--- src/design/rcri_cfg.svh ---
// Offsets, field positions, reset values and constants of the reset-cause block
`ifndef RCRI_CFG_SVH
`define RCRI_CFG_SVH
`define RCRI_ADDR_W        12
`define RCRI_OFF_STATUS    12'h000
`define RCRI_OFF_STACK     12'h004
`define RCRI_OFF_RET_TOP   12'h008
`define RCRI_OFF_PC_LATCH  12'h00C
`define RCRI_OFF_PC        12'h010
`define RCRI_OFF_TBL_PTR   12'h014
`define RCRI_OFF_TBL_LATCH 12'h018
`define RCRI_OFF_INT_CTRL  12'h01C
`define RCRI_OFF_CONTROL   12'h020
`define RCRI_OFF_CAUSE     12'h024
`define RCRI_OFF_WORKING   12'h028
`define RCRI_OFF_PRODUCT   12'h02C
`define RCRI_OFF_INDIRECT  12'h030
`define RCRI_B_CM          5
`define RCRI_B_RI          4
`define RCRI_B_TO          3
`define RCRI_B_PD          2
`define RCRI_B_POR         1
`define RCRI_B_BOR         0
`define RCRI_B_HIGH_PRIO_GLOBAL_INT_ENABLE        7
`define RCRI_B_LOW_PRIO_GLOBAL_INT_ENABLE        6
`define RCRI_FLAGS_POR     6'h3C
`define RCRI_INTC1_RST     8'h00
`define RCRI_INTC2_RST     8'hFF
`define RCRI_INTC3_RST     8'hC0
`define RCRI_PC_W          21
`define RCRI_VEC_RESET     21'h000000
`define RCRI_VEC_HIGH      21'h000008
`define RCRI_VEC_LOW       21'h000018
`define RCRI_PC_STEP       21'h000002
`endif

--- src/design/rcri_pkg.sv ---
// Types shared by the reset-cause block and its bench
package rcri_pkg;
    typedef struct packed {
        logic        psel;
        logic        penable;
        logic        pwrite;
        logic [11:0] paddr;
        logic [31:0] pwdata;
    } rcri_apb_req_t;

    typedef struct packed {
        logic        pready;
        logic        pslverr;
        logic [31:0] prdata;
    } rcri_apb_rsp_t;

    // One-cycle event pulses from the core, same clock
    typedef struct packed {
        logic       por;
        logic       bor;
        logic       cfg_mismatch;
        logic       wdt;
        logic       rst_instr;
        logic       stk_full;
        logic       stk_unf;
        logic       int_wake;
        logic       int_high_prio;
        logic [7:0] int_bits;
    } rcri_evt_t;

    typedef enum logic [1:0] {
        RCRI_MODE_FULL = 2'h0,
        RCRI_MODE_RUN  = 2'h1,
        RCRI_MODE_IDLE = 2'h2
    } rcri_mode_t;

    typedef enum logic [13:0] {
        RCRI_C_NONE     = 14'h0001,
        RCRI_C_POR      = 14'h0002,
        RCRI_C_BOR      = 14'h0004,
        RCRI_C_CM       = 14'h0008,
        RCRI_C_MASTER_CLEAR_PIN_FUL = 14'h0010,
        RCRI_C_MASTER_CLEAR_PIN_RUN = 14'h0020,
        RCRI_C_MASTER_CLEAR_PIN_IDL = 14'h0040,
        RCRI_C_WDT_RST  = 14'h0080,
        RCRI_C_WDT_WAKE = 14'h0100,
        RCRI_C_RSTI     = 14'h0200,
        RCRI_C_STACK_FULL_FLAG   = 14'h0400,
        RCRI_C_STACK_UNDERFLOW_FLAG_R = 14'h0800,
        RCRI_C_STACK_UNDERFLOW_FLAG_E = 14'h1000,
        RCRI_C_INT_WAKE = 14'h2000
    } rcri_cause_t;
endpackage

--- src/design/rcri_top.sv ---
// Reset-cause recording and core register initialisation with an APB register file
// Summary of operation
// Unreset registers start unknown and keep contents across all other resets.
// Watchdog wake-up resumes operation and leaves almost every register untouched.
// Power-on: PC 0000h, set CM RI TO PD, clear POR BOR stack flags.
// Brown-out: PC 0000h, set CM RI TO PD, clear BOR, keep rest.
// Reset instruction: PC 0000h, clear only reset-instruction flag.
// Master clear in run mode: PC 0000h, set watchdog-timeout flag.
// Master clear in idle or sleep: set timeout flag, clear power-down flag.
// Master clear at full power: PC 0000h, no flag changes.
// Watchdog timeout at full power or run: PC 0000h, clear timeout flag.
// Stack overflow with reset enable: PC 0000h, set stack-full flag.
// Stack underflow with reset enable: PC 0000h, set stack-underflow flag.
// Underflow without reset enable: no reset, still set stack-underflow flag.
// Watchdog timeout in idle or sleep: wake at PC+2, clear TO and PD.
// Interrupt wake from power-managed mode: PC+2, clear power-down flag.
// Interrupt wake with global enable set loads the matching vector instead; a high-priority wake with only bit 6 set loads the low vector.
// Resets clear return-stack top, PC latches, PC low and stack count.
// Table pointer and latch cleared on resets; data registers untouched.
// Resets load interrupt control 0000000x, FFh, C0h; wake sets causing bits.
// Software rewrites power-on flag to one after each power-on.
// Config mismatch resets and clears its flag; no other hardware event clears it.
// Simultaneous sources: power-on first, then brown-out, then the others.
`timescale 1ns/1ps
`include "rcri_cfg.svh"

module rcri_top (
    // Clock and reset
    input  wire logic                   i_clk,
    input  wire logic                   i_rst,
    // APB slave
    input  wire rcri_pkg::rcri_apb_req_t i_apb,
    output rcri_pkg::rcri_apb_rsp_t      o_apb,
    // Core events and state
    input  wire rcri_pkg::rcri_evt_t    i_evt,
    input  wire rcri_pkg::rcri_mode_t   i_mode,
    input  wire logic [20:0]            i_core_pc,
    input  wire logic                   i_master_clear_pin_n,
    // Core control
    output logic                        o_core_reset,
    output logic                        o_pc_load,
    output logic [20:0]                 o_pc
);
    import rcri_pkg::*;

    logic [5:0]  flags;
    logic [5:0]  next_flags;
    logic        stack_full_flag;
    logic        stack_underflow_flag;
    logic [4:0]  stk_cnt;
    logic        next_full;
    logic        next_unf;
    logic [4:0]  next_cnt;
    logic [20:0] ret_top;
    logic [12:0] pc_latch;
    logic [21:0] tbl_ptr;
    logic [7:0]  table_latch;
    logic [7:0]  int_control_primary;
    logic [7:0]  int_control_second;
    logic [7:0]  int_control_third;
    logic        stack_error_reset_enable;
    rcri_cause_t cause;
    rcri_cause_t last_cause;
    logic [7:0]  working_register;
    logic [15:0] product;
    logic [11:0] indirect_ptr0;
    logic        master_clear_pin_s1;
    logic        master_clear_pin_s2;
    logic        master_clear_pin_s3;
    logic        master_clear_pin_low;
    logic        master_clear_pin_evt;
    logic        is_reset;
    logic        is_wake;
    logic        vec_hi;
    logic        vec_lo;
    logic        acc;
    logic        wr;
    logic [31:0] rd_data;
    logic        rd_err;

    // Pin filter: level changes only once the second and third stages agree
    always_ff @(posedge i_clk) begin
        if (i_rst) begin
            master_clear_pin_s1  <= 1'b1;
            master_clear_pin_s2  <= 1'b1;
            master_clear_pin_s3  <= 1'b1;
            master_clear_pin_low <= 1'b0;
        end else begin
            master_clear_pin_s1 <= i_master_clear_pin_n;
            master_clear_pin_s2 <= master_clear_pin_s1;
            master_clear_pin_s3 <= master_clear_pin_s2;
            if (master_clear_pin_s2 == master_clear_pin_s3) begin
                master_clear_pin_low <= ~master_clear_pin_s3;
            end
        end
    end
    assign master_clear_pin_evt = (master_clear_pin_s2 == master_clear_pin_s3) && ~master_clear_pin_s3 && ~master_clear_pin_low;

    // Source selection by fixed priority
    always_comb begin
        cause = RCRI_C_NONE;
        if (i_evt.por) begin
            cause = RCRI_C_POR;
        end else if (i_evt.bor) begin
            cause = RCRI_C_BOR;
        end else if (i_evt.cfg_mismatch) begin
            cause = RCRI_C_CM;
        end else if (master_clear_pin_evt) begin
            if (i_mode == RCRI_MODE_RUN) begin
                cause = RCRI_C_MASTER_CLEAR_PIN_RUN;
            end else if (i_mode == RCRI_MODE_IDLE) begin
                cause = RCRI_C_MASTER_CLEAR_PIN_IDL;
            end else begin
                cause = RCRI_C_MASTER_CLEAR_PIN_FUL;
            end
        end else if (i_evt.wdt) begin
            cause = (i_mode == RCRI_MODE_IDLE) ? RCRI_C_WDT_WAKE : RCRI_C_WDT_RST;
        end else if (i_evt.rst_instr) begin
            cause = RCRI_C_RSTI;
        end else if (i_evt.stk_full && stack_error_reset_enable) begin
            cause = RCRI_C_STACK_FULL_FLAG;
        end else if (i_evt.stk_unf) begin
            cause = stack_error_reset_enable ? RCRI_C_STACK_UNDERFLOW_FLAG_R : RCRI_C_STACK_UNDERFLOW_FLAG_E;
        end else if (i_evt.int_wake && (i_mode != RCRI_MODE_FULL)) begin
            cause = RCRI_C_INT_WAKE;
        end
    end

    assign is_reset = ~(cause inside {RCRI_C_NONE, RCRI_C_WDT_WAKE, RCRI_C_INT_WAKE, RCRI_C_STACK_UNDERFLOW_FLAG_E});
    assign is_wake  = (cause == RCRI_C_WDT_WAKE) || (cause == RCRI_C_INT_WAKE);
    assign vec_hi   = (cause == RCRI_C_INT_WAKE) && i_evt.int_high_prio && int_control_primary[`RCRI_B_HIGH_PRIO_GLOBAL_INT_ENABLE];
    assign vec_lo   = (cause == RCRI_C_INT_WAKE) && ~vec_hi && int_control_primary[`RCRI_B_LOW_PRIO_GLOBAL_INT_ENABLE];

    // APB: pready one cycle into the access phase, write lands at completion
    assign acc = i_apb.psel && i_apb.penable && o_apb.pready;
    assign wr  = acc && i_apb.pwrite && ~o_apb.pslverr;

    // Status flags: software write first, hardware event overrides it
    always_comb begin
        next_flags = flags;
        if (wr && (i_apb.paddr == `RCRI_OFF_STATUS)) begin
            next_flags = i_apb.pwdata[5:0];
        end
        unique case (cause)
            RCRI_C_POR: begin
                next_flags = `RCRI_FLAGS_POR;
            end
            RCRI_C_BOR: begin
                next_flags[`RCRI_B_CM]  = 1'b1;
                next_flags[`RCRI_B_RI]  = 1'b1;
                next_flags[`RCRI_B_TO]  = 1'b1;
                next_flags[`RCRI_B_PD]  = 1'b1;
                next_flags[`RCRI_B_BOR] = 1'b0;
            end
            RCRI_C_CM: begin
                next_flags[`RCRI_B_CM] = 1'b0;
            end
            RCRI_C_MASTER_CLEAR_PIN_RUN: begin
                next_flags[`RCRI_B_TO] = 1'b1;
            end
            RCRI_C_MASTER_CLEAR_PIN_IDL: begin
                next_flags[`RCRI_B_TO] = 1'b1;
                next_flags[`RCRI_B_PD] = 1'b0;
            end
            RCRI_C_WDT_RST: begin
                next_flags[`RCRI_B_TO] = 1'b0;
            end
            RCRI_C_WDT_WAKE: begin
                next_flags[`RCRI_B_TO] = 1'b0;
                next_flags[`RCRI_B_PD] = 1'b0;
            end
            RCRI_C_RSTI: begin
                next_flags[`RCRI_B_RI] = 1'b0;
            end
            RCRI_C_INT_WAKE: begin
                next_flags[`RCRI_B_PD] = 1'b0;
            end
            RCRI_C_NONE, RCRI_C_MASTER_CLEAR_PIN_FUL, RCRI_C_STACK_FULL_FLAG, RCRI_C_STACK_UNDERFLOW_FLAG_R, RCRI_C_STACK_UNDERFLOW_FLAG_E: begin
                next_flags = next_flags;
            end
        endcase
    end

    always_ff @(posedge i_clk) begin
        if (i_rst) begin
            flags <= `RCRI_FLAGS_POR;
        end else begin
            flags <= next_flags;
        end
    end

    // Stack flags and count
    always_comb begin
        next_full = stack_full_flag;
        next_unf  = stack_underflow_flag;
        next_cnt  = stk_cnt;
        if (wr && (i_apb.paddr == `RCRI_OFF_STACK)) begin
            next_full = i_apb.pwdata[7];
            next_unf  = i_apb.pwdata[6];
            next_cnt  = i_apb.pwdata[4:0];
        end
        if (cause == RCRI_C_POR) begin
            next_full = 1'b0;
            next_unf  = 1'b0;
        end
        if ((cause == RCRI_C_STACK_FULL_FLAG) || (i_evt.stk_full && ~stack_error_reset_enable)) begin
            next_full = 1'b1;
        end
        if ((cause == RCRI_C_STACK_UNDERFLOW_FLAG_R) || (cause == RCRI_C_STACK_UNDERFLOW_FLAG_E)) begin
            next_unf = 1'b1;
        end
        if (is_reset) begin
            next_cnt = 5'h00;
        end else if (vec_hi || vec_lo) begin
            next_cnt = 5'(stk_cnt + 5'h01);
        end
    end

    always_ff @(posedge i_clk) begin
        if (i_rst) begin
            stack_full_flag      <= 1'b0;
            stack_underflow_flag <= 1'b0;
            stk_cnt              <= 5'h00;
        end else begin
            stack_full_flag      <= next_full;
            stack_underflow_flag <= next_unf;
            stk_cnt              <= next_cnt;
        end
    end

    // Return-stack top and PC latches
    always_ff @(posedge i_clk) begin
        if (i_rst || is_reset) begin
            ret_top  <= 21'h000000;
            pc_latch <= 13'h0000;
        end else begin
            if (vec_hi || vec_lo) begin
                ret_top <= i_core_pc;
            end else if (wr && (i_apb.paddr == `RCRI_OFF_RET_TOP)) begin
                ret_top <= i_apb.pwdata[20:0];
            end
            if (wr && (i_apb.paddr == `RCRI_OFF_PC_LATCH)) begin
                pc_latch <= i_apb.pwdata[12:0];
            end
        end
    end

    // Program counter start value handed to the core
    always_ff @(posedge i_clk) begin
        if (i_rst) begin
            o_pc         <= `RCRI_VEC_RESET;
            o_pc_load    <= 1'b1;
            o_core_reset <= 1'b1;
        end else begin
            o_core_reset <= is_reset;
            o_pc_load    <= is_reset || is_wake;
            if (is_reset) begin
                o_pc <= `RCRI_VEC_RESET;
            end else if (vec_hi) begin
                o_pc <= `RCRI_VEC_HIGH;
            end else if (vec_lo) begin
                o_pc <= `RCRI_VEC_LOW;
            end else if (is_wake) begin
                o_pc <= 21'(i_core_pc + `RCRI_PC_STEP);
            end else begin
                o_pc <= i_core_pc;
            end
        end
    end

    // Table pointer and latch; a wake leaves them alone
    always_ff @(posedge i_clk) begin
        if (i_rst || is_reset) begin
            tbl_ptr     <= 22'h000000;
            table_latch <= 8'h00;
        end else begin
            if (wr && (i_apb.paddr == `RCRI_OFF_TBL_PTR)) begin
                tbl_ptr <= i_apb.pwdata[21:0];
            end
            if (wr && (i_apb.paddr == `RCRI_OFF_TBL_LATCH)) begin
                table_latch <= i_apb.pwdata[7:0];
            end
        end
    end

    // Interrupt control; bit 0 of the primary survives every reset event, only i_rst or a register write clears it
    always_ff @(posedge i_clk) begin
        if (i_rst) begin
            int_control_primary <= `RCRI_INTC1_RST;
            int_control_second  <= `RCRI_INTC2_RST;
            int_control_third   <= `RCRI_INTC3_RST;
        end else if (is_reset) begin
            int_control_primary <= (`RCRI_INTC1_RST & 8'hFE) | {7'h00, int_control_primary[0]};
            int_control_second  <= `RCRI_INTC2_RST;
            int_control_third   <= `RCRI_INTC3_RST;
        end else begin
            if (wr && (i_apb.paddr == `RCRI_OFF_INT_CTRL)) begin
                int_control_primary <= i_apb.pwdata[7:0];
                int_control_second  <= i_apb.pwdata[15:8];
                int_control_third   <= i_apb.pwdata[23:16];
            end
            if (cause == RCRI_C_INT_WAKE) begin
                int_control_primary <= int_control_primary | i_evt.int_bits;
            end
        end
    end

    // Control and cause capture
    always_ff @(posedge i_clk) begin
        if (i_rst) begin
            stack_error_reset_enable <= 1'b1;
            last_cause               <= RCRI_C_POR;
        end else begin
            if (wr && (i_apb.paddr == `RCRI_OFF_CONTROL)) begin
                stack_error_reset_enable <= i_apb.pwdata[0];
            end
            if (cause != RCRI_C_NONE) begin
                last_cause <= cause;
            end
        end
    end

    // Data registers with no reset: unknown at power-up, kept by any reset or wake
    always_ff @(posedge i_clk) begin
        if (wr && (i_apb.paddr == `RCRI_OFF_WORKING)) begin
            working_register <= i_apb.pwdata[7:0];
        end
        if (wr && (i_apb.paddr == `RCRI_OFF_PRODUCT)) begin
            product <= i_apb.pwdata[15:0];
        end
        if (wr && (i_apb.paddr == `RCRI_OFF_INDIRECT)) begin
            indirect_ptr0 <= i_apb.pwdata[11:0];
        end
    end

    always_comb begin
        rd_data = 32'h00000000;
        rd_err  = 1'b0;
        case (i_apb.paddr)
            `RCRI_OFF_STATUS:    rd_data = {26'h0000000, flags};
            `RCRI_OFF_STACK:     rd_data = {24'h000000, stack_full_flag, stack_underflow_flag, 1'b0, stk_cnt};
            `RCRI_OFF_RET_TOP:   rd_data = {11'h000, ret_top};
            `RCRI_OFF_PC_LATCH:  rd_data = {19'h00000, pc_latch};
            `RCRI_OFF_PC:        rd_data = {11'h000, o_pc};
            `RCRI_OFF_TBL_PTR:   rd_data = {10'h000, tbl_ptr};
            `RCRI_OFF_TBL_LATCH: rd_data = {24'h000000, table_latch};
            `RCRI_OFF_INT_CTRL:  rd_data = {8'h00, int_control_third, int_control_second, int_control_primary};
            `RCRI_OFF_CONTROL:   rd_data = {31'h00000000, stack_error_reset_enable};
            `RCRI_OFF_CAUSE:     rd_data = {18'h00000, last_cause};
            `RCRI_OFF_WORKING:   rd_data = {24'h000000, working_register};
            `RCRI_OFF_PRODUCT:   rd_data = {16'h0000, product};
            `RCRI_OFF_INDIRECT:  rd_data = {20'h00000, indirect_ptr0};
            default:             rd_err  = 1'b1;
        endcase
    end

    // Answer is registered so the read value is stable for the completing edge
    always_ff @(posedge i_clk) begin
        if (i_rst) begin
            o_apb <= '0;
        end else if (i_apb.psel && i_apb.penable && ~o_apb.pready) begin
            o_apb.pready  <= 1'b1;
            o_apb.pslverr <= rd_err;
            o_apb.prdata  <= i_apb.pwrite ? 32'h00000000 : rd_data;
        end else begin
            o_apb <= '0;
        end
    end
endmodule

--- config.mk ---
export PLATFORM = sky130hd
export DESIGN_NAME = rcri_top
export DESIGN_NICKNAME = d
export VERILOG_FILES = /design/src/design/rcri_pkg.sv /design/src/design/rcri_top.sv
export VERILOG_INCLUDE_DIRS = /design/src /design/src/design
export SDC_FILE = /design/constraint.sdc
export NUM_CORES = 1
export LEC_CHECK = 0
export BUFFER_PORTS_ARGS = -buffer_cell sky130_fd_sc_hd__buf_2
export CORE_MARGIN = 2
export CORE_UTILIZATION = 40
export CTS_CLUSTER_DIAMETER = 100
export CTS_CLUSTER_SIZE = 16
export DETAILED_ROUTE_END_ITERATION = 6
export PLACE_DENSITY = 0.63
export SYNTH_ARGS = -nofsm -noshare
export SYNTH_HDL_FRONTEND = slang
export SYNTH_SLANG_ARGS = --single-unit
--- constraint.sdc ---
create_clock -name i_clk -period 3.6 [get_ports i_clk]
set_input_delay 0.9 -clock i_clk [delete_from_list [all_inputs] [get_ports i_clk]]
set_output_delay 0.9 -clock i_clk [all_outputs]
set_load 0.02 [all_outputs]
[After elaboration in Yosys (flattened, before gate mapping)]
Cells that the tools add are included.
Operators by class
  eq/ne operators: 29
  reduce and logical (&&, ||, !) cells: 56
  multiplexer cells: 37
  bitwise operators: 9
  add/subtract/negate cells: 2
Operators by type and width (number)
  one-hot mux 24 bit (13 select lines): 1
  2-to-1 mux 14 bit: 9
  2-to-1 mux 21 bit: 3
  equality test 12 x 6 -> 1 bit (second input constant): 5
  equality test 12 x 5 -> 1 bit (second input constant): 4
  2-to-1 mux 34 bit: 1
  2-to-1 mux 32 bit: 1
  logical AND 1 bit: 25
  equality test 12 x 4 -> 1 bit (second input constant): 2
  adder 21 x 2 -> 21 bit (second input constant): 1
  nonzero test 3 bit: 6
  2-to-1 mux 8 bit: 2
  2-to-1 mux 5 bit: 3
  equality test 14 x 1 -> 1 bit (second input constant): 1
  equality test 14 x 10 -> 1 bit (second input constant): 1
  equality test 14 x 11 -> 1 bit (second input constant): 1
  equality test 14 x 12 -> 1 bit (second input constant): 1
  equality test 14 x 13 -> 1 bit (second input constant): 1
  equality test 14 bit (second input constant): 1
  equality test 14 x 2 -> 1 bit (second input constant): 1
  equality test 14 x 3 -> 1 bit (second input constant): 1
  equality test 14 x 4 -> 1 bit (second input constant): 1
  equality test 14 x 6 -> 1 bit (second input constant): 1
  equality test 14 x 7 -> 1 bit (second input constant): 1
  other kinds (26): 59
Storage, ports and cells
  register bits after elaboration: 213
  logic and storage cells: 167
  output and inout bits: 57

[Depth between registers and ports, before layout]
  word-level depth: 19
  depth in mapped cells: 8
  depth with buffers taken out: 7

[Worst setup path before layout]
Ideal clock, no wire load.
  path kind: input port to flip-flop
  from: input port i_apb[33] in the netlist's numbering
  to: register product[0], enable pin
  cell stages on the path: 3
  setup slack: 0.438 ns
  required time: 3.191 ns
  data arrival time: 2.753 ns
  path through: nor4_1 -> nand2_1 -> nor3_1
Between the ends
  longest elaborated chain between the ends: 2
Ends and longest elaborated chain
  from (decl): line rcri_top.sv:32  | input wire rcri_pkg::rcri_apb_req_t i_apb,
  equality test 12 x 6 -> 1 bit
  logical AND 1 bit: line rcri_top.sv:328  | if (wr && (i_apb.paddr == `RCRI_OFF_PRODUCT)) begin
  to (signal assigned): line rcri_top.sv:329  | product <= i_apb.pwdata[15:0];
  to (decl): line rcri_top.sv:65  | logic [15:0] product;
Every way passes these cells.
A chain may end at the register's enable or synchronous reset.

[Final worst setup path]
  from: input port i_apb[33] in the netlist's numbering
  to: register o_apb[2] in the netlist's numbering
Between the ends
  longest elaborated chain between the ends: 2
Ends and longest elaborated chain
  equality test 12 x 6 -> 1 bit (tied with other cells): line rcri_top.sv:339  | case (i_apb.paddr)
  one-hot mux 24 bit (13 select lines) *: line rcri_top.sv:339
  to (decl): line rcri_top.sv:33  | output rcri_pkg::rcri_apb_rsp_t o_apb,
Every way passes the cells marked *; elsewhere a longest branch is shown, timed or not.

==> flow_summary.toml <==
[outcome]
status = "complete, no violations"

[clocking]
clk_path_buf_depth = 3
clockRootBuffer = "clkbuf_16"
path_clk_slew_ns = 0.07
htree_levels = 1
holdBufCountCts = 0
clk_latency_ns = 0.48
cts.sinks = 205
ctsResizeCount = 0
numCtsBuffers = 16
postCtsSetupBuffers = 0
cts_tree = "built"

[final_layout]
fill_cells = 2172
ff_latch_area_um2 = 4460
fin_area_um2 = 10800
multi_input_area_um2 = 4290
final_cell_count_no_fill = 1416
drive_above_1_share_pct = 20.4
nets = 1217
syn2layout_area_growth_pct = 18.3

[hold_path]
hold_path_end = "master_clear_pin_s2"
holdCritStartpoint = "master_clear_pin_s1"
holdPathStages = 1
holdCritPathClass = "reg2reg"

[yosys]
syn_avg_cell_area_um2 = 9.31
synthFlopType = "dfxtp_1"
synth_seq_cells = 205
seq_area_frac_synth_pct = 49.1
ys_types = 65
synth.top_cell.area_share_pct = 37.2
synthArstFlopShare_pct = 0
syn_area_um2 = 9090
post-synth-top-count-cell = "dfxtp_1"
synth_edf_count = 36
syn_inst = 977
yosysTopAreaCell = "dfxtp_1"
synthTopCellsByCount = "dfxtp_1 (169), nand2_1 (121), a21oi_1 (89)"
yosys_warnings = 0
synth_area_leaders = "dfxtp_1 (37%), edfxtp_1 (12%), mux2i_1 (7.3%)"

[drt]
num_vias = 8162
wl_per_cell_um = 21.7
antenna_left = 0
initialDrtViolationCount = 764
wirelength_um = 30800
post-route-drc-count = 0
viasPerCell = 5.76
drt_pass1_iterations = 5

[power]
powerDensity_nw_per_um2 = 399
leakage_nw = 3.87
peakVddDrop_mv = 0.266

[sta]
post-route-min-period_ns = 2.74
skew_ns = 0.00885
setup_slack_ns = 0.863
hold_viol = 0
rsz0062_at_grt = "false"
finalCritPeriodShare_pct = 76.0
fmax_mhz = 365
relSlewSlack_pct = 41.6
drv_slew = 0
finalSetupViolCount = 0
worstMarginPinSlew_ns = 0.872
tns_ns = 0

[floorplanning]
die_h_um = 155
die_area_um2 = 24000
start_util_pct = 40.4
dieWidth_um = 155
rows = 55
io_pins = 147
core_um2 = 22500

[critical_path]
cp-start-kind = "primary input"
required_ns = 3.98
cp_max_fo = 21
worstRegToRegCells = 9
critPathArrivalTime_ns = 3.11
path_depth = 7
rr_endpoint = "o_pc[19]"
worst_path_max_delay_cell = "or4_1"
critPathMaxStageDelay_ns = 0.68
timing.rr.start = "master_clear_pin_s2"
cp_cell_sequence = "buf_2, or4_1, nor3_2, o21ai_1, or3_1, buf_4, a31oi_1"
rrSetupSlack_ns = 1.38
critPathBufInv = 2
end_kind = "flop"
cp_top_family = "simple AND/OR/NAND/NOR gates"
critical_path_class = "in2reg"

[place]
numPortBuffers = 130
gp_congestion = 0.949
dp_cells = 1388
placed_area_um2 = 10300
hpwl_um = 22300
pre_cts_slack_ns = 0.357

[global_routing]
grt_usage_pct = 25.0
antenna_found_initial = 2
grt_pass1_wl_um = 45900
grt_overflow = 0
grt_max_degree = 28
grt_pass1_vias = 7560

[job]
max-cap-violations = 0
## how the worst max path moves through the flow
stage            endpoint  startpoint
6_report         o_apb[2]   i_apb[33]
2_1_floorplan  product[0]   i_apb[33]
5_1_grt          o_pc[19]   i_mode[0]
3_3_place_gp   tbl_ptr[0]   i_apb[33]
3_5_place_dp   tbl_ptr[2]   i_apb[33]
4_1_cts        tbl_ptr[2]   i_apb[33]
## per-stage QoR
step                      total power (W)  utilization (%)  hold slack (ns)
final                             0.00430             47.8            0.417
after floorplan                   0.00251                -            0.389
after detailed placement          0.00264             45.7            0.399
after CTS                         0.00430             47.8            0.421
after global placement            0.00264             45.7            0.394
after global routing              0.00442             47.8            0.438
## per-layer routing
layer / vias up / wire length [µm] / track usage, %
met5: - / 0 / 0
met4: 0 / 756 / 7.58
met3: 52 / 2860 / 4.23
met2: 394 / 13500 / 38.1
met1: 3882 / 13700 / 36.3
li1: 3834 / - / -
## power breakdown
group | internal (W) | leakage [nW] | switching [W] | total, W
Sequential | 0.00233 | 1.69 | 0.00000556 | 0.00234
Combinational | 0.0000853 | 1.96 | 0.000168 | 0.000253
Clock | 0.000877 | 0.224 | 0.000827 | 0.00170
## cell families after synthesis
group                      Yosys count  share of synthesized area, %
xor gates and xnor gates            13                          1.25
adders and majority gates            6                         0.826
other                                1                        0.0412
buffers and inverters               83                          4.29
and+or+nand+nor                    338                          18.4
muxes                               75                          8.63
AOI/OAI and AO/OA                  256                          17.4
DFF                                205                          49.1
## placed cells by master, fill, tap and decap left out, types with 29 or more instances in the layout
cell type  Yosys  routed
buf_2         12     130
nor2_1        67      67
a21oi_1       89      89
buf_4         11      49
dfxtp_1      169     169
o21ai_0       58      58
mux2i_1       66      66
edfxtp_1      36      36
nand3_1       29      29
a22oi_1       39      39
nand2_1      121     121
## registers in the layout, summed over array words and instances, names as in the netlist, 12 cells and up
signal	cells
indirect_ptr0	12
last_cause	14
o_apb	26
o_pc	21
pc_latch	13
product	16
ret_top	21
tbl_ptr	22
## layout make-up
type,count,area share [%]
clock buffers,26,4.27
inverters,18,0.628
repair buffers,184,10.4
flip-flops and latches,205,41.5
well taps,285,3.31
clock inverters,1,0.0465
multi-input cells,696,39.8
diodes,1,0.0233
## worst reg2reg max path: cells and delay by family (launching register included)
family | cells | cell delay, ns
buffers and inverters | 3 | 0.46
AND/OR/NAND/NOR | 4 | 1.05
flip-flops | 1 | 0.33
adder cells (fa/ha/maj) | 1 | 0.20
AO/OA/AOI/OAI | 1 | 0.06
Note: power is estimated with default switching activity, not from simulation.
